===== src/rtl/psrc_pkg.sv =====
package psrc_pkg;
  localparam int unsigned PSRC_DW = 32;
  localparam int unsigned PSRC_AW = 12;
  localparam logic [11:0] PSRC_OFF_A = 12'h040;
  localparam logic [11:0] PSRC_OFF_B = 12'h044;
  localparam logic [11:0] PSRC_OFF_C = 12'h048;
  localparam logic [31:0] PSRC_RST_VAL = 32'h00000000;
  // writable field masks of the first and second reset registers
  localparam logic [31:0] PSRC_MASK_A = 32'h07000048;
  localparam logic [31:0] PSRC_MASK_B = 32'h000F1033;
  // field positions
  localparam int unsigned PSRC_A_BUS0 = 24;
  localparam int unsigned PSRC_A_SLEEP = 6;
  localparam int unsigned PSRC_A_WDOG = 3;
  localparam int unsigned PSRC_B_CNT0 = 16;
  localparam int unsigned PSRC_B_TWI = 12;
  localparam int unsigned PSRC_B_SYNC_SERIAL_A_RESET = 4;
  localparam int unsigned PSRC_B_SER0 = 0;
  localparam logic [1:0] PSRC_RESP_OKAY = 2'h0;
  localparam logic [1:0] PSRC_RESP_SLVERR = 2'h2;

  typedef struct packed {
    logic [2:0] bus_ctrl;
    logic sleep_module;
    logic watchdog_unit;
    logic [3:0] counter;
    logic two_wire_ctrl;
    logic [1:0] sync_serial;
    logic [1:0] serial_port;
  } psrc_resets_t;

  typedef struct packed {
    logic [31:0] cap_one;
    logic [31:0] cap_two;
    logic [31:0] cap_four;
  } psrc_caps_t;
endpackage : psrc_pkg


===== src/rtl/psrc_axi_slave.sv =====
module psrc_axi_slave
  import psrc_pkg::*;
(
  // clock and reset
  input wire logic clk,
  input wire logic rst_b,
  input wire logic ce,
  // write channels
  input wire logic [11:0] awaddr,
  input wire logic awvalid,
  output logic awready,
  input wire logic [31:0] wdata,
  input wire logic [3:0] wstrb,
  input wire logic wvalid,
  output logic wready,
  output logic [1:0] bresp,
  output logic bvalid,
  input wire logic bready,
  // read channels
  input wire logic [11:0] araddr,
  input wire logic arvalid,
  output logic arready,
  output logic [31:0] rdata,
  output logic [1:0] rresp,
  output logic rvalid,
  input wire logic rready,
  // register side
  output logic wr_go,
  output logic [11:0] wr_addr,
  output logic [31:0] wr_data,
  output logic [3:0] wr_strb,
  output logic [11:0] rd_addr,
  input wire logic [31:0] rd_value,
  input wire logic rd_hit,
  input wire logic wr_hit
);
  logic aw_held_r;
  logic w_held_r;
  logic [11:0] awaddr_r;
  logic [31:0] wdata_r;
  logic [3:0] wstrb_r;
  logic bvalid_r;
  logic [1:0] bresp_r;
  logic rvalid_r;
  logic [31:0] rdata_r;
  logic [1:0] rresp_r;

  assign awready = ce && !aw_held_r && !bvalid_r;
  assign wready = ce && !w_held_r && !bvalid_r;
  assign arready = ce && !rvalid_r;
  assign wr_go = ce && aw_held_r && w_held_r && !bvalid_r;
  assign wr_addr = awaddr_r;
  assign wr_data = wdata_r;
  assign wr_strb = wstrb_r;
  assign rd_addr = araddr;
  assign bvalid = bvalid_r;
  assign bresp = bresp_r;
  assign rvalid = rvalid_r;
  assign rdata = rdata_r;
  assign rresp = rresp_r;

  always_ff @(posedge clk or negedge rst_b) begin
    if (!rst_b) begin
      aw_held_r <= 1'b0;
      w_held_r <= 1'b0;
      awaddr_r <= 12'h000;
      wdata_r <= 32'h00000000;
      wstrb_r <= 4'h0;
      bvalid_r <= 1'b0;
      bresp_r <= PSRC_RESP_OKAY;
    end else if (ce) begin
      if (awvalid && awready) begin
        aw_held_r <= 1'b1;
        awaddr_r <= awaddr;
      end
      if (wvalid && wready) begin
        w_held_r <= 1'b1;
        wdata_r <= wdata;
        wstrb_r <= wstrb;
      end
      if (wr_go) begin
        aw_held_r <= 1'b0;
        w_held_r <= 1'b0;
        bvalid_r <= 1'b1;
        bresp_r <= wr_hit ? PSRC_RESP_OKAY : PSRC_RESP_SLVERR;
      end else if (bvalid_r && bready) begin
        bvalid_r <= 1'b0;
      end
    end
  end

  always_ff @(posedge clk or negedge rst_b) begin
    if (!rst_b) begin
      rvalid_r <= 1'b0;
      rdata_r <= 32'h00000000;
      rresp_r <= PSRC_RESP_OKAY;
    end else if (ce) begin
      if (arvalid && arready) begin
        rvalid_r <= 1'b1;
        rdata_r <= rd_hit ? rd_value : 32'h00000000;
        rresp_r <= rd_hit ? PSRC_RESP_OKAY : PSRC_RESP_SLVERR;
      end else if (rvalid_r && rready) begin
        rvalid_r <= 1'b0;
      end
    end
  end
endmodule : psrc_axi_slave


===== src/rtl/psrc_reg.sv =====
module psrc_reg
  import psrc_pkg::*;
#(
  parameter logic [31:0] MASK = 32'hFFFFFFFF
) (
  // clock and reset
  input wire logic clk,
  input wire logic rst_b,
  input wire logic ce,
  // write side
  input wire logic wr_en,
  input wire logic [31:0] wr_data,
  input wire logic [3:0] wr_strb,
  input wire logic [31:0] cap,
  // state
  output logic [31:0] value
);
  logic [31:0] value_r;
  logic [31:0] value_nxt;
  logic [31:0] lane_en;

  assign lane_en = {{8{wr_strb[3]}}, {8{wr_strb[2]}}, {8{wr_strb[1]}}, {8{wr_strb[0]}}};
  // absent units and unassigned bits stay zero whatever is written
  assign value_nxt = (((wr_data & lane_en) | (value_r & ~lane_en)) & cap & MASK);
  assign value = value_r;

  always_ff @(posedge clk or negedge rst_b) begin
    if (!rst_b) begin
      value_r <= PSRC_RST_VAL;
    end else if (ce && wr_en) begin
      value_r <= value_nxt;
    end
  end

  // checked after each write only: a later drop of a capability leaves old bits alone
  property p_absent_zero;
    @(posedge clk) disable iff (!rst_b)
    (ce && wr_en) |=> (value_r & ~($past(cap) & MASK)) == 32'h00000000;
  endproperty : p_absent_zero
  a_absent_zero: assert property (p_absent_zero) else $error("absent unit bit set");
endmodule : psrc_reg


===== src/rtl/psrc_top.sv =====
// Behaviour
// - writes to both reset registers and the third register are masked by capability registers one, two and four.
// - bits 26..24 of the first register reset bus controllers c, b and a.
// - bit 6 of the first register resets the sleep module.
// - bit 3 of the first register resets the watchdog unit.
// - bits 19..16 of the second register reset counters d down to a.
// - bit 12 of the second register resets the two-wire controller.
// - bits 5 and 4 of the second register reset sync serial units b and a.
// - bits 1 and 0 of the second register reset serial ports b and a.
// - both registers are 32 bits, read/write, and clear to zero on reset.
// - unassigned bits read zero and ignore writes; software preserves them.
//
// Register access over AXI4-Lite was left to the implementer.
module psrc_top
  import psrc_pkg::*;
(
  // clock, reset, enable
  input wire logic clk,
  input wire logic rst_b,
  input wire logic ce,
  // AXI4-Lite write
  input wire logic [11:0] awaddr,
  input wire logic awvalid,
  output logic awready,
  input wire logic [31:0] wdata,
  input wire logic [3:0] wstrb,
  input wire logic wvalid,
  output logic wready,
  output logic [1:0] bresp,
  output logic bvalid,
  input wire logic bready,
  // AXI4-Lite read
  input wire logic [11:0] araddr,
  input wire logic arvalid,
  output logic arready,
  output logic [31:0] rdata,
  output logic [1:0] rresp,
  output logic rvalid,
  input wire logic rready,
  // capability registers, from system control
  input wire psrc_caps_t caps,
  // per-unit reset outputs, high holds the unit in reset
  output psrc_resets_t unit_resets
);
  logic wr_go;
  logic [11:0] wr_addr;
  logic [31:0] wr_data;
  logic [3:0] wr_strb;
  logic [11:0] rd_addr;
  logic [31:0] rd_value;
  logic rd_hit;
  logic wr_hit;
  logic [31:0] reg_a;
  logic [31:0] reg_b;
  logic [31:0] reg_c;
  logic wr_a;
  logic wr_b;
  logic wr_c;
  logic sel_rd_a;
  logic sel_rd_b;
  logic sel_rd_c;
  psrc_resets_t resets_r;
  psrc_resets_t resets_nxt;

  function automatic logic addr_is(input logic [11:0] a, input logic [11:0] off);
    addr_is = (a[11:2] == off[11:2]);
  endfunction : addr_is

  psrc_axi_slave u_bus (
    .clk(clk),
    .rst_b(rst_b),
    .ce(ce),
    .awaddr(awaddr),
    .awvalid(awvalid),
    .awready(awready),
    .wdata(wdata),
    .wstrb(wstrb),
    .wvalid(wvalid),
    .wready(wready),
    .bresp(bresp),
    .bvalid(bvalid),
    .bready(bready),
    .araddr(araddr),
    .arvalid(arvalid),
    .arready(arready),
    .rdata(rdata),
    .rresp(rresp),
    .rvalid(rvalid),
    .rready(rready),
    .wr_go(wr_go),
    .wr_addr(wr_addr),
    .wr_data(wr_data),
    .wr_strb(wr_strb),
    .rd_addr(rd_addr),
    .rd_value(rd_value),
    .rd_hit(rd_hit),
    .wr_hit(wr_hit)
  );

  assign wr_a = wr_go && addr_is(wr_addr, PSRC_OFF_A);
  assign wr_b = wr_go && addr_is(wr_addr, PSRC_OFF_B);
  assign wr_c = wr_go && addr_is(wr_addr, PSRC_OFF_C);
  assign wr_hit = addr_is(wr_addr, PSRC_OFF_A) || addr_is(wr_addr, PSRC_OFF_B)
    || addr_is(wr_addr, PSRC_OFF_C);
  assign sel_rd_a = addr_is(rd_addr, PSRC_OFF_A);
  assign sel_rd_b = addr_is(rd_addr, PSRC_OFF_B);
  assign sel_rd_c = addr_is(rd_addr, PSRC_OFF_C);
  assign rd_hit = sel_rd_a || sel_rd_b || sel_rd_c;
  assign rd_value = sel_rd_a ? reg_a : (sel_rd_b ? reg_b : (sel_rd_c ? reg_c : 32'h00000000));

  psrc_reg #(.MASK(PSRC_MASK_A)) u_reg_a (
    .clk(clk),
    .rst_b(rst_b),
    .ce(ce),
    .wr_en(wr_a),
    .wr_data(wr_data),
    .wr_strb(wr_strb),
    .cap(caps.cap_one),
    .value(reg_a)
  );

  psrc_reg #(.MASK(PSRC_MASK_B)) u_reg_b (
    .clk(clk),
    .rst_b(rst_b),
    .ce(ce),
    .wr_en(wr_b),
    .wr_data(wr_data),
    .wr_strb(wr_strb),
    .cap(caps.cap_two),
    .value(reg_b)
  );

  // third register's field layout is not defined here: mask by capability only
  psrc_reg #(.MASK(32'hFFFFFFFF)) u_reg_c (
    .clk(clk),
    .rst_b(rst_b),
    .ce(ce),
    .wr_en(wr_c),
    .wr_data(wr_data),
    .wr_strb(wr_strb),
    .cap(caps.cap_four),
    .value(reg_c)
  );

  assign resets_nxt.bus_ctrl = reg_a[PSRC_A_BUS0 +: 3];
  assign resets_nxt.sleep_module = reg_a[PSRC_A_SLEEP];
  assign resets_nxt.watchdog_unit = reg_a[PSRC_A_WDOG];
  assign resets_nxt.counter = reg_b[PSRC_B_CNT0 +: 4];
  assign resets_nxt.two_wire_ctrl = reg_b[PSRC_B_TWI];
  assign resets_nxt.sync_serial = reg_b[PSRC_B_SYNC_SERIAL_A_RESET +: 2];
  assign resets_nxt.serial_port = reg_b[PSRC_B_SER0 +: 2];

  // registered so the reset lines are glitch free toward the units
  always_ff @(posedge clk or negedge rst_b) begin
    if (!rst_b) begin
      resets_r <= '0;
    end else if (ce) begin
      resets_r <= resets_nxt;
    end
  end
  assign unit_resets = resets_r;

  property p_bus_map;
    @(posedge clk) disable iff (!rst_b)
    ce |=> unit_resets.bus_ctrl == $past(reg_a[26:24]);
  endproperty : p_bus_map
  a_bus_map: assert property (p_bus_map) else $error("bus ctrl reset mismatch");

  property p_sleep_map;
    @(posedge clk) disable iff (!rst_b)
    ce |=> unit_resets.sleep_module == $past(reg_a[6]);
  endproperty : p_sleep_map
  a_sleep_map: assert property (p_sleep_map) else $error("sleep reset mismatch");

  property p_wdog_map;
    @(posedge clk) disable iff (!rst_b)
    ce |=> unit_resets.watchdog_unit == $past(reg_a[3]);
  endproperty : p_wdog_map
  a_wdog_map: assert property (p_wdog_map) else $error("watchdog reset mismatch");

  property p_cnt_map;
    @(posedge clk) disable iff (!rst_b)
    ce |=> unit_resets.counter == $past(reg_b[19:16]);
  endproperty : p_cnt_map
  a_cnt_map: assert property (p_cnt_map) else $error("counter reset mismatch");

  property p_twi_map;
    @(posedge clk) disable iff (!rst_b)
    ce |=> unit_resets.two_wire_ctrl == $past(reg_b[12]);
  endproperty : p_twi_map
  a_twi_map: assert property (p_twi_map) else $error("two-wire reset mismatch");

  property p_ssi_map;
    @(posedge clk) disable iff (!rst_b)
    ce |=> unit_resets.sync_serial == $past(reg_b[5:4]);
  endproperty : p_ssi_map
  a_ssi_map: assert property (p_ssi_map) else $error("sync serial reset mismatch");

  property p_ser_map;
    @(posedge clk) disable iff (!rst_b)
    ce |=> unit_resets.serial_port == $past(reg_b[1:0]);
  endproperty : p_ser_map
  a_ser_map: assert property (p_ser_map) else $error("serial port reset mismatch");

  property p_reserved_zero;
    @(posedge clk) disable iff (!rst_b)
    (reg_a & ~PSRC_MASK_A) == 32'h00000000 &&
      (reg_b & ~PSRC_MASK_B) == 32'h00000000;
  endproperty : p_reserved_zero
  a_reserved_zero: assert property (p_reserved_zero) else $error("reserved bit set");

  property p_write_masked;
    @(posedge clk) disable iff (!rst_b)
    (wr_b && wr_strb == 4'hF) |=>
      reg_b == ($past(wr_data) & $past(caps.cap_two) & PSRC_MASK_B);
  endproperty : p_write_masked
  a_write_masked: assert property (p_write_masked) else $error("masked write wrong");

  property p_hold_no_write;
    @(posedge clk) disable iff (!rst_b)
    (!wr_a && $stable(caps.cap_one)) |=> $stable(reg_a);
  endproperty : p_hold_no_write
  a_hold_no_write: assert property (p_hold_no_write) else $error("register changed");

  property p_bad_addr_err;
    @(posedge clk) disable iff (!rst_b)
    (ce && arvalid && arready && !rd_hit) |=> rvalid && rresp == PSRC_RESP_SLVERR;
  endproperty : p_bad_addr_err
  a_bad_addr_err: assert property (p_bad_addr_err) else $error("unmapped read not refused");

  // no disable here: checks the state that the reset itself leaves behind
  property p_reset_clear;
    @(posedge clk)
    !rst_b |=> reg_a == PSRC_RST_VAL && reg_b == PSRC_RST_VAL && reg_c == PSRC_RST_VAL
      && unit_resets == '0;
  endproperty : p_reset_clear
  a_reset_clear: assert property (p_reset_clear) else $error("not cleared by reset");

  property p_write_masked_a;
    @(posedge clk) disable iff (!rst_b)
    (wr_a && wr_strb == 4'hF) |=>
      reg_a == ($past(wr_data) & $past(caps.cap_one) & PSRC_MASK_A);
  endproperty : p_write_masked_a
  a_write_masked_a: assert property (p_write_masked_a) else $error("write a wrong");

  property p_write_masked_c;
    @(posedge clk) disable iff (!rst_b)
    (wr_c && wr_strb == 4'hF) |=>
      reg_c == ($past(wr_data) & $past(caps.cap_four));
  endproperty : p_write_masked_c
  a_write_masked_c: assert property (p_write_masked_c) else $error("write c wrong");

  property p_absent_a;
    @(posedge clk) disable iff (!rst_b)
    wr_a |=> (reg_a & ~$past(caps.cap_one)) == 32'h00000000;
  endproperty : p_absent_a
  a_absent_a: assert property (p_absent_a) else $error("absent unit bit set");

  property p_bad_wr_err;
    @(posedge clk) disable iff (!rst_b)
    (wr_go && !wr_hit) |=> bvalid && bresp == PSRC_RESP_SLVERR;
  endproperty : p_bad_wr_err
  a_bad_wr_err: assert property (p_bad_wr_err) else $error("unmapped write not refused");

  property p_bad_wr_keep;
    @(posedge clk) disable iff (!rst_b)
    (wr_go && !wr_hit) |=>
      $stable(reg_a) && $stable(reg_b) && $stable(reg_c);
  endproperty : p_bad_wr_keep
  a_bad_wr_keep: assert property (p_bad_wr_keep) else $error("unmapped write landed");

  property p_write_busy;
    @(posedge clk) disable iff (!rst_b)
    bvalid |-> !awready && !wready;
  endproperty : p_write_busy
  a_write_busy: assert property (p_write_busy) else $error("write taken while busy");

  property p_read_busy;
    @(posedge clk) disable iff (!rst_b)
    rvalid |-> !arready;
  endproperty : p_read_busy
  a_read_busy: assert property (p_read_busy) else $error("read taken while busy");

  property p_ce_freeze;
    @(posedge clk) disable iff (!rst_b)
    !ce |=> $stable(unit_resets) && $stable(reg_a) && $stable(reg_b)
      && $stable(reg_c);
  endproperty : p_ce_freeze
  a_ce_freeze: assert property (p_ce_freeze) else $error("state moved while disabled");

  property p_read_a;
    @(posedge clk) disable iff (!rst_b)
    (arvalid && arready && sel_rd_a) |=>
      rvalid && rdata == $past(reg_a) && rresp == PSRC_RESP_OKAY;
  endproperty : p_read_a
  a_read_a: assert property (p_read_a) else $error("read a wrong");

  property p_read_b;
    @(posedge clk) disable iff (!rst_b)
    (arvalid && arready && sel_rd_b) |=>
      rvalid && rdata == $past(reg_b) && rresp == PSRC_RESP_OKAY;
  endproperty : p_read_b
  a_read_b: assert property (p_read_b) else $error("read b wrong");

  property p_read_c;
    @(posedge clk) disable iff (!rst_b)
    (arvalid && arready && sel_rd_c) |=>
      rvalid && rdata == $past(reg_c) && rresp == PSRC_RESP_OKAY;
  endproperty : p_read_c
  a_read_c: assert property (p_read_c) else $error("read c wrong");

  property p_release;
    @(posedge clk) disable iff (!rst_b)
    (ce && $fell(reg_a[PSRC_A_WDOG])) |=> !unit_resets.watchdog_unit;
  endproperty : p_release
  a_release: assert property (p_release) else $error("watchdog not released");
endmodule : psrc_top


===== config.mk =====
export PLATFORM = sky130hd
export DESIGN_NAME = psrc_top
export DESIGN_NICKNAME = d
export VERILOG_FILES = /design/src/rtl/psrc_pkg.sv /design/src/rtl/psrc_axi_slave.sv /design/src/rtl/psrc_reg.sv /design/src/rtl/psrc_top.sv
export SDC_FILE = /design/constraint.sdc
export NUM_CORES = 1
export LEC_CHECK = 0
export BUFFER_PORTS_ARGS = -buffer_cell sky130_fd_sc_hd__buf_2
export CORE_MARGIN = 2
export CORE_UTILIZATION = 40
export DETAILED_ROUTE_END_ITERATION = 7
export MAX_ROUTING_LAYER = met4
export PLACE_DENSITY = 0.69
export SLEW_MARGIN = 40
export SYNTH_ARGS = -nofsm -noshare
export SYNTH_HDL_FRONTEND = slang
export SYNTH_SLANG_ARGS = --single-unit

===== constraint.sdc =====
create_clock -name clk -period 1.9 [get_ports clk]
set_input_delay 0.38 -clock clk [delete_from_list [all_inputs] [get_ports clk]]
set_output_delay 0.38 -clock clk [all_outputs]
set_load 0.01 [all_outputs]

### Yosys cells after proc, flatten, opt, wreduce, memory -nomap -nowiden

Cells that the tools add are included.

* register bits after elaboration: 148
* output and inout port bits: 55
* bits of input ports: 164
* logic and storage cells: 90

* bitwise operators: 11
* reductions and logical operators: 39
* muxes and demuxes: 14
* eq/ne operators: 6

Operators by type and width (number)
* $mux W32: 4
* $and A32 B32 Y32: 3
* $eq A10 B5 Y1 const B: 6
* $and A27 B27 Y27: 2
* $and A20 B20 Y20: 2
* $not A32 Y32: 1
* $or A32 B32 Y32: 1
* $or A27 B27 Y27: 1
* $or A20 B20 Y20: 1
* $logic_and A1 B1 Y1: 19
* $reduce_and A2 Y1: 8
* $mux W1: 8
* $reduce_bool A2 Y1: 4
* $logic_not A1 Y1: 4
* $logic_or A1 B1 Y1: 4
* $mux W2: 2

### Logic depth before layout (Yosys ltp)

Gate-level depths: netlist of the first run.

* depth in word-level cells: 6
* mapped depth: 7
* gate-level depth less buffers: 4

### Hierarchy

Synthesis of the first run repeated with hierarchy kept, for this count alone.

* cell total of the unflattened synthesis: 733
* area, all modules: 7883.8 um2

By module, submodules not included
* psrc_axi_slave: times used 1, area an instance 3767.4 um2, sequential area each 2152.1 um2, cells an instance 281
* psrc_top: times used 1, area an instance 1564.0 um2, sequential area each 350.3 um2, cells an instance 184
* psrc_reg at u_reg_c: times used 1, area an instance 1505.2 um2, sequential area each 800.8 um2, cells an instance 140
* psrc_reg at u_reg_b: times used 1, area an instance 599.3 um2, sequential area each 225.2 um2, cells an instance 72
* psrc_reg at u_reg_a: times used 1, area an instance 447.9 um2, sequential area each 125.1 um2, cells an instance 56

### Worst setup path after synthesis of the first run

Ideal clock, no wire load.

* path type: register -> register
* from: reg u_bus.awaddr_r[9] (netlist: u_bus.wr_addr[9])
* to: reg u_reg_c.value_r[19] (netlist: u_reg_c.value[19])
* slack: -0.138 ns
* buffers on the path: 2
* required time: 1.773 ns
* arrival: 1.911 ns
* stages on the path, launching flop included: 7
* clock period less this slack: 2.038 ns
* library setup time: 0.127 ns
* path through: dfrtp_1 -> or4_4 -> buf_6 -> or4_4 -> buf_6 -> o21ai_1 -> o21ai_1

* longest elaborated chain between the ends: 3

Ends and longest elaborated chain
* start, declared: RTL line psrc_axi_slave.sv:39 `logic [11:0] awaddr_r;`
* start signal, assigned: RTL line psrc_axi_slave.sv:74 `awaddr_r <= awaddr;`
* $eq A10 B5 Y1: RTL line psrc_top.sv:66 `addr_is = (a[11:2] == off[11:2]);`
* $logic_and A1 B1 Y1: RTL line psrc_top.sv:102 `assign wr_c = wr_go && addr_is(wr_addr, PSRC_OFF_C);`
* $logic_and A1 B1 Y1: RTL line psrc_reg.sv:30 `end else if (ce && wr_en) begin`
* end signal, assigned: RTL line psrc_reg.sv:31 `value_r <= value_nxt;`
* end, declared: RTL line psrc_reg.sv:18 `logic [31:0] value_r;`

No other way between the ends.
A chain may end at the register's enable or synchronous reset.

### Worst setup path in the final report of the first run

* from: reg u_bus.awaddr_r[11] (netlist: u_bus.wr_addr[11])
* to: reg u_reg_b.value_r[12] (netlist: u_reg_b.value[12])

* longest elaborated chain between the ends: 3

Ends and longest elaborated chain
* $eq A10 B5 Y1: RTL line psrc_top.sv:66
* $logic_and A1 B1 Y1: RTL line psrc_top.sv:101 `assign wr_b = wr_go && addr_is(wr_addr, PSRC_OFF_B);`
* $logic_and A1 B1 Y1: RTL line psrc_reg.sv:30
* end signal, assigned: RTL line psrc_reg.sv:31
* end, declared: RTL line psrc_reg.sv:18

No other way between the ends.

==> results.json, run 1 <==
{
  "timing.rr.end": "u_reg_b.value[12]",
  "grt_pass1_wl_um": 24740,
  "fin_ws_ns": -0.1945,
  "slew_violations": 0,
  "grt_usage": 0.2050,
  "cts.sinks": 144,
  "totalWireLength_um": 15510,
  "post-route-period-util": 1.102,
  "post-dp-hpwl_um": 11510,
  "synth_top_area_frac": 0.5927,
  "drc_errors": 0,
  "fin_skew_ns": 0.007734,
  "cts_buffers": 17,
  "max_slew_margin": 0.6499,
  "synth_cell_type_count": 37,
  "peakVddDrop_mv": 0.7309,
  "vias": 4746,
  "die_height_um": 127.3,
  "hold_depth": 2,
  "coreArea_sq_um": 15030,
  "synth_cells": 524,
  "cts_tree": "yes",
  "critPathKind": "flop to flop",
  "grt_max_degree": 44,
  "rsz0062_at_grt": "true",
  "fmax_ghz": 0.4774,
  "firstDrtPassIters": 5,
  "yosysWarnings": 0,
  "async_reset_ff_frac": 1.000,
  "htreeDepth": 4,
  "r2r_cells": 5,
  "clock-root-buffer": "clkbuf_16",
  "reg2reg_setup_slack_ns": -0.19,
  "synth_top_cell_by_area": "dfrtp_1",
  "p_per_area_nw_per_um2": 1144,
  "area_delta_synth_final_pct": 31.12,
  "cp-startpoint": "u_bus.wr_addr[11]",
  "crit_required_ns": 2.20,
  "arrival_ns": 2.39,
  "violations": "setup timing",
  "netlist_area_sq_um": 6080,
  "synth-seq-area-share": 0.5927,
  "final_core_util": 0.5303,
  "insertion_delay_ns": 0.42,
  "tightest_slew_ns": 0.5252,
  "min-delay-start": "wdata[29]",
  "clockBufferDepth": 2,
  "gp_congestion": 0.8026,
  "drt_iter0_markers": 341,
  "worstHoldPathType": "input pin to flop",
  "final_nets": 873,
  "hold_end": "u_bus.wr_data[29]",
  "port_buffers": 162,
  "hold_ws_ns": 0.1855,
  "clkTransAtPathRegs_ns": 0.06,
  "vias_per_cell": 5.215,
  "wl_per_cell_um": 17.04,
  "antenna_left": 0,
  "antenna_found_initial": 0,
  "drive_gt1_frac": 0.4238,
  "period_needed_ns": 2.094,
  "synth-edff-count": 0,
  "grt_pass1_vias": 4862,
  "crit_fanout": 10,
  "final-setup-viol-count": 46,
  "grt_overflow_total": 0,
  "die_area_sq_um": 16200,
  "synth-seq-cells": 144,
  "startpoint_type": "flop",
  "start_util": 0.4044,
  "io-pin-count": 219,
  "final_hold_viol_count": 0,
  "synthFlopType": "dfrtp_1",
  "diodes": 0,
  "end_kind": "flop",
  "p_leak_nw": 3.866,
  "synth.area.top_cells": "dfrtp_1, mux2_2, o21ai_1",
  "die_width_um": 127.3,
  "r2r_start": "u_bus.wr_addr[11]",
  "status": "finished, violations left",
  "synth_area_per_cell_sq_um": 11.60,
  "maxCapViolations": 0,
  "num_rows": 45
}
[metal layers]
metal,global-route usage,vias to the layer above,part of all wire
li1,-,2227,-
met1,0.2532,2334,0.43
met2,0.3249,164,0.49
met3,0.05360,21,0.061
met4,0.07886,0,0.021
met5,-,-,0
[sequential cells by signal, indices dropped and copies added (netlist names)]
| signal | cells |
|---|---|
| u_bus.rdata | 32 |
| u_bus.wr_data | 32 |
| u_reg_c.value | 32 |
| unit_resets | 14 |
| u_bus.wr_addr | 10 |
| u_reg_b.value | 9 |
| u_reg_a.value | 5 |
| u_bus.wr_strb | 4 |
| u_bus.aw_held_r | 1 |
| u_bus.bresp | 1 |
| u_bus.bvalid | 1 |
| u_bus.rresp | 1 |
| u_bus.rvalid | 1 |
| u_bus.w_held_r | 1 |
[per-stage QoR]
step | TNS (ns) | setup slack (ns) | area, sq um | std cells | total power [mW]
CTS | -6.476 | -0.1784 | 7893 | 907 | 9.149
detailed placement | -11.05 | -0.3001 | 7277 | 874 | 5.789
floorplan | -4.346 | -0.1150 | 6085 | 525 | 5.160
finish | -6.244 | -0.1945 | 7971 | 910 | 9.123
global placement | -7.959 | -0.2266 | 7277 | 874 | 5.689
global route | -8.813 | -0.2320 | 7971 | 910 | 9.627
[repair_timing]
action                     in CTS  in global routing
hold buffers                    1                  0
resized for setup               9                 25
hold endpoints to repair       40                  0
setup endpoints to repair      46                 46
pin swaps                       3                  9
buffers inserted                0                  3
[area by class of cell]
class	instances	area [sq um]
Timing Repair Buffer	195	1150
Clock inverter	12	141.4
Multi-Input combinational cell	350	2391
Inverter	1	3.754
Sequential cell	144	3603
Fill cell	1343	7062
Tap cell	188	235.2
Clock buffer	20	446.7
[critical path, stage by stage, from the launching register on]
cell	delay, ns
dfrtp_1	0.38
or4_4	0.59
or4_1	0.55
buf_6	0.18
o21ai_0	0.17
o21ai_1	0.10
[how the worst max path moves through the flow]
stage | to | depth (start not counted)
CTS | u_reg_b.value[12] | 5
floorplan | u_reg_c.value[19] | 6
finish | u_reg_b.value[12] | 5
global placement | u_reg_c.value[31] | 5
detailed placement | u_reg_c.value[17] | 6
global route | u_reg_b.value[12] | 5
[cells in the mapped netlist, drive strengths merged, types with 4 or more instances]
library cell	n
a221o	4
a22o	18
a22oi	9
and2	6
buf	14
clkbuf	16
dfrtp	144
mux2	60
nand2	72
nor2b	49
nor4	4
o21ai	93
o31ai	9
[logic make-up after synthesis]
logic type	after synthesis	share of synthesized area
muxes	61	0.1128
other	1	0.0006168
buffers and inverters	31	0.02655
DFF	144	0.5927
AOI/OAI and AO/OA	139	0.1389
and+or+nand+nor	148	0.1284
[power breakdown]
part	internal, mW	total (mW)	leakage, nW	switching (mW)
sequential	3.64	4.18	1.90	0.539
clock	2.08	3.32	0.293	1.23
combinational	0.913	1.63	1.67	0.715
[placed cells by master, fill, tap and decap left out, types with 3 or more instances in the layout]
master	synthesis	routed
o21ai_2	1	10
buf_6	4	3
o21ai_0	19	4
dfrtp_1	144	144
mux2_2	60	60
a221o_1	4	4
nand2_1	72	68
a22oi_1	9	9
o31ai_1	9	9
nand2b_1	3	3
and2_1	6	5
buf_12	0	6
clkbuf_16	0	17
a22o_1	18	18
nor2_1	3	3
bufinv_16	0	3
buf_4	2	24
o21ai_1	73	79
nor4_1	3	3
nand2_2	0	4
buf_2	6	161
nor2b_1	49	49
clkinv_2	0	7
Note: power is estimated with default switching activity, not from simulation.
==> run 2, diff against run 1 <==
--- a/config.mk
+++ b/config.mk
@@ -6,11 +6,13 @@
 export NUM_CORES = 1
 export LEC_CHECK = 0
 export BUFFER_PORTS_ARGS = -buffer_cell sky130_fd_sc_hd__buf_2
+export CELL_PAD_IN_SITES_DETAIL_PLACEMENT = 2
+export CELL_PAD_IN_SITES_GLOBAL_PLACEMENT = 2
 export CORE_MARGIN = 2
-export CORE_UTILIZATION = 40
+export CORE_UTILIZATION = 28
 export DETAILED_ROUTE_END_ITERATION = 7
 export MAX_ROUTING_LAYER = met4
-export PLACE_DENSITY = 0.69
+export PLACE_DENSITY_LB_ADDON = 0.1
 export SLEW_MARGIN = 40
 export SYNTH_ARGS = -nofsm -noshare
 export SYNTH_HDL_FRONTEND = slang
==> results.json, run 2 (same netlist as run 1, synthesis figures left out) <==
{
  "die_width_um": 151.4,
  "crit_chain": "or4b_4 -> or4_4 -> buf_12 -> o21ai_1 -> o21ai_2",
  "peakVddDrop_mv": 0.5041,
  "hold_ws_ns": 0.1868,
  "p_per_area_nw_per_um2": 1142,
  "drt_iter0_markers": 125,
  "wl_per_cell_um": 19.73,
  "vias_per_cell": 4.831,
  "setup_tns_ns": -6.782,
  "worstHoldPathType": "input pin to flop",
  "startpoint_type": "flop",
  "final-setup-viol-count": 46,
  "fin_skew_ns": 0.008864,
  "tightest_slew_ns": 0.6317,
  "final_nets": 883,
  "slowest_stage": "or4b_4",
  "cts_buffers": 17,
  "num_rows": 53,
  "grt_usage": 0.1867,
  "final_core_util": 0.3953,
  "cts_tree": "yes",
  "final_common_cell": "buf_2",
  "status": "finished, violations left",
  "dpl_cell_area_sq_um": 7478,
  "rsz0062_at_grt": "true",
  "maxCapViolations": 0,
  "violations": "setup timing",
  "clockBufferDepth": 2,
  "finalNonFillerCells": 1009,
  "end_kind": "flop",
  "firstDrtPassIters": 4,
  "clkTransAtPathRegs_ns": 0.07,
  "cts.sinks": 144,
  "slew_violations": 0,
  "crit_required_ns": 2.20,
  "fin_area_sq_um": 8362,
  "grt_max_degree": 61,
  "drc_errors": 0,
  "wl_met3_um": 957,
  "final_cell_mix": "buf_2, dfrtp_1, nand2_1",
  "clock-root-buffer": "clkbuf_16",
  "drive_gt1_frac": 0.4768,
  "coreArea_sq_um": 21150,
  "grt_overflow_total": 0,
  "die_height_um": 151.4,
  "gp_congestion": 0.7472,
  "area_delta_synth_final_pct": 37.54,
  "totalWireLength_um": 19910,
  "pre_cts_slack_ns": -0.4106,
  "io-pin-count": 219,
  "period_needed_ns": 2.109,
  "fmax_ghz": 0.4743,
  "grt_pass1_wl_um": 31060,
  "slowest_delay_ns": 0.59,
  "arrival_ns": 2.41,
  "dp.cells": 970,
  "die_area_sq_um": 22910,
  "topRoutingLayerUsed": "met4",
  "max_slew_margin": 0.5788,
  "reg2reg_setup_slack_ns": -0.21,
  "insertion_delay_ns": 0.42,
  "p_total_mw": 9.550,
  "critPathKind": "flop to flop",
  "htreeDepth": 4,
  "wl_met1_um": 8654,
  "start_util": 0.2874,
  "final_hold_viol_count": 0,
  "vias": 4874,
  "p_leak_nw": 3.984,
  "crit_fanout": 16,
  "routed-wl-met2_um": 10040,
  "port_buffers": 162,
  "fin_ws_ns": -0.2086,
  "antenna_found_initial": 2,
  "post-dp-hpwl_um": 14440,
  "antenna_left": 0,
  "grt_pass1_vias": 5558,
  "post-route-period-util": 1.110
}
-- run 2: cell types whose count changed in the layout (fill, tap and decap cells not counted), moves of 2 or more --
cell,previous run,this run
diode_2,0,2
o21ai_0,4,2
buf_12,6,8
nand2_2,4,1
buf_4,24,31
o21ai_1,79,53
nand2_4,0,4
clkinvlp_4,1,5
clkinv_2,7,2
o21ai_2,10,37
-- run 2: final cells by class --
cell class,instances,area [sq um]
diodes,2,5.005
clock buffers,19,432.9
clock inverters,13,163.9
fillers,2252,12790
inverters,1,3.754
multi-input cells,350,2551
flip-flops and latches,144,3603
well taps,275,344.1
repair buffers,205,1257
-- run 2: power by group --
part	switching [mW]	internal, mW	leakage (nW)	total (mW)
combinational	0.876	1.02	1.81	1.89
sequential	0.579	3.64	1.90	4.22
clock	1.37	2.07	0.276	3.44
total	2.83	6.72	3.98	9.55
-- run 2: path summary, 6_finish.rpt --
| check | start | end | depth (start not counted) |
|---|---|---|---|
| worst max-delay path | u_bus.wr_addr[4] | u_reg_c.value[14] | 5 |
| worst min-delay path | awaddr[3] | u_bus.wr_addr[3] | 2 |
| worst max register to register | u_bus.wr_addr[4] | u_reg_c.value[14] | 5 |
| worst min register to register | u_bus.rdata[26] | u_bus.rdata[26] | 2 |
| max in group asynchronous | rst_b | u_bus.wr_addr[7] | 3 |
| min in group asynchronous | rst_b | u_bus.rdata[10] | 2 |
-- run 2: timing repair --
item                                    4_1_cts  5_1_grt
hold endpoints to repair                     25        0
pin swaps                                    12       13
gates resized for setup                      25       53
buffers inserted                              2        3
hold buffers                                  1        0
endpoints found under the setup margin       47       48
-- run 2: worst max-delay path, delay by kind of cell (launching register included) --
kind                   cells  cell delay, ns
buffers and inverters      1            0.18
AO/OA/AOI/OAI              2            0.23
flip-flops                 1            0.38
AND/OR/NAND/NOR            2            1.17
-- run 2: layer usage --
metal,track usage,vias up
met1,0.2250,2503
met2,0.3090,115
met4,0.04907,0
li1,-,2242
met5,-,-
met3,0.05181,14
==> run 3, diff against run 2 <==
--- a/config.mk
+++ b/config.mk
@@ -9,7 +9,8 @@
 export CELL_PAD_IN_SITES_DETAIL_PLACEMENT = 2
 export CELL_PAD_IN_SITES_GLOBAL_PLACEMENT = 2
 export CORE_MARGIN = 2
-export CORE_UTILIZATION = 28
+export CORE_UTILIZATION = 29
+export CTS_BUF_LIST = sky130_fd_sc_hd__clkbuf_8
 export DETAILED_ROUTE_END_ITERATION = 7
 export MAX_ROUTING_LAYER = met4
 export PLACE_DENSITY_LB_ADDON = 0.1
==> results.json, run 3 (same netlist as run 1, synthesis figures left out) <==
{
  "status": "finished, violations left",
  "violations": "setup timing",
  "end_kind": "flop",
  "dp.cells": 964,
  "htreeDepth": 4,
  "reg2reg_setup_slack_ns": -0.17,
  "gp_congestion": 0.7648,
  "hold_depth": 2,
  "worstHoldPathType": "input pin to flop",
  "crit_chain": "or4_4 -> or4_4 -> buf_12 -> o21ai_1 -> o21ai_2",
  "multi_input_area_sq_um": 2520,
  "start_util": 0.2976,
  "die_width_um": 148.8,
  "grt_pass1_wl_um": 30820,
  "grt_max_degree": 43,
  "startpoint_type": "flop",
  "die_area_sq_um": 22140,
  "maxCapViolations": 0,
  "final_hold_viol_count": 0,
  "die_height_um": 148.8,
  "totalWireLength_um": 19480,
  "final-setup-viol-count": 46,
  "firstDrtPassIters": 4,
  "clockBufferDepth": 2,
  "slowest_stage": "or4_4",
  "area_delta_synth_final_pct": 34.33,
  "wl_per_cell_um": 19.42,
  "p_leak_nw": 3.914,
  "crit_fanout": 19,
  "grt_pass1_vias": 5541,
  "antenna_left": 0,
  "cts_buffers": 17,
  "dpl_cell_area_sq_um": 7452,
  "vias": 4827,
  "final_nets": 884,
  "finalNonFillerCells": 1003,
  "coreArea_sq_um": 20430,
  "cts.sinks": 144,
  "peakVddDrop_mv": 0.5273,
  "grt_overflow_total": 0,
  "r2r_cells": 5,
  "slowest_delay_ns": 0.58,
  "clkTransAtPathRegs_ns": 0.08,
  "drive_gt1_frac": 0.4672,
  "critPathKind": "flop to flop",
  "r2r_start": "u_bus.wr_addr[10]",
  "fin_skew_ns": 0.01198,
  "drc_errors": 0,
  "cts_tree": "yes",
  "crit_required_ns": 2.24,
  "insertion_delay_ns": 0.44,
  "io-pin-count": 219,
  "timing.rr.end": "u_reg_c.value[31]",
  "fillers": 2237,
  "tightest_slew_ns": 0.6672,
  "max_slew_margin": 0.5552,
  "hold_ws_ns": 0.1629,
  "port_buffers": 162,
  "fmax_ghz": 0.4822,
  "p_per_area_nw_per_um2": 1083,
  "vias_per_cell": 4.813,
  "final_cell_mix": "buf_2, dfrtp_1, nand2_1",
  "post-route-period-util": 1.091,
  "fin_area_sq_um": 8167,
  "rsz0062_at_grt": "true",
  "arrival_ns": 2.41,
  "min-delay-start": "wdata[30]",
  "clock-root-buffer": "clkbuf_8",
  "grt_usage": 0.1892,
  "fin_ws_ns": -0.1738,
  "drt_iter0_markers": 102,
  "antenna_found_initial": 1,
  "num_rows": 52,
  "hold_end": "u_bus.wr_data[30]",
  "period_needed_ns": 2.074,
  "crit_top_cell": "or4_4",
  "slew_violations": 0,
  "post-dp-hpwl_um": 14180,
  "final_common_cell": "buf_2",
  "seqCellArea_sq_um": 3603
}
==> run 3: cell count changes in the layout (fill, tap and decap cells not counted), sizes merged <==
cell      previous run  this run
inv                  2         4
bufinv               3         5
diode                2         1
clkinvlp             5         1
clkbuf              19        18
buf                204       205
==> run 3: worst max-delay path: cells and delay by family (launching register included) <==
kind	cells	cell delay [ns]
buf+inv	1	0.19
compound gates	2	0.23
simple gates	2	1.16
flops	1	0.38
==> run 3: worst max-delay path by stage <==
stage,from,end
global placement,u_bus.wr_addr[5],u_reg_c.value[0]
CTS,u_bus.wr_addr[10],u_reg_c.value[29]
detailed placement,u_bus.wr_addr[5],u_reg_a.value[24]
finish,u_bus.wr_addr[10],u_reg_c.value[31]
floorplan,u_bus.wr_addr[5],u_reg_c.value[19]
global route,u_bus.wr_addr[10],u_reg_c.value[13]
==> run 3: per-layer routing <==
metal / track usage / vias to the layer above / routed length (um)
li1: - / 2246 / -
met1: 0.2300 / 2452 / 8438
met2: 0.3220 / 110 / 10050
met3: 0.03884 / 19 / 723
met4: 0.05143 / 0 / 267
met5: - / - / 0
==> run 3: cell type report <==
cell class,instances,share of cell area
Clock inverter,13,0.02405
Inverter,1,0.0004596
Antenna cell,1,0.0003064
Tap cell,270,0.04137
Clock buffer,18,0.03034
Timing Repair Buffer,206,0.1537
Sequential cell,144,0.4412
Multi-Input combinational cell,350,0.3086
==> run 3: timing repair <==
| item | CTS | global route |
|---|---|---|
| endpoints found under the setup margin | 47 | 47 |
| hold buffers | 1 | 0 |
| gates cloned | 0 | 0 |
| pin swaps | 6 | 10 |
| endpoints found under the hold margin | 31 | 0 |
| gates resized for setup | 27 | 42 |
| buffers inserted | 4 | 2 |
==> run 3: through the flow <==
step / TNS (ns) / worst slack, ns / total power, mW / utilization
after floorplan: -4.346 / -0.1150 / 5.160 / -
after global placement: -9.237 / -0.2713 / 5.842 / 0.3648
after detailed placement: -11.72 / -0.3256 / 5.991 / 0.3648
after CTS: -6.558 / -0.1815 / 8.907 / 0.3918
after global routing: -8.844 / -0.2469 / 9.423 / 0.3997
final: -6.268 / -0.1738 / 8.845 / 0.3997
==> run 3: power breakdown <==
part / switching [mW] / internal (mW) / leakage [nW]
Combinational: 0.848 / 1.01 / 1.78
Sequential: 0.601 / 3.63 / 1.90
Clock: 1.18 / 1.58 / 0.232
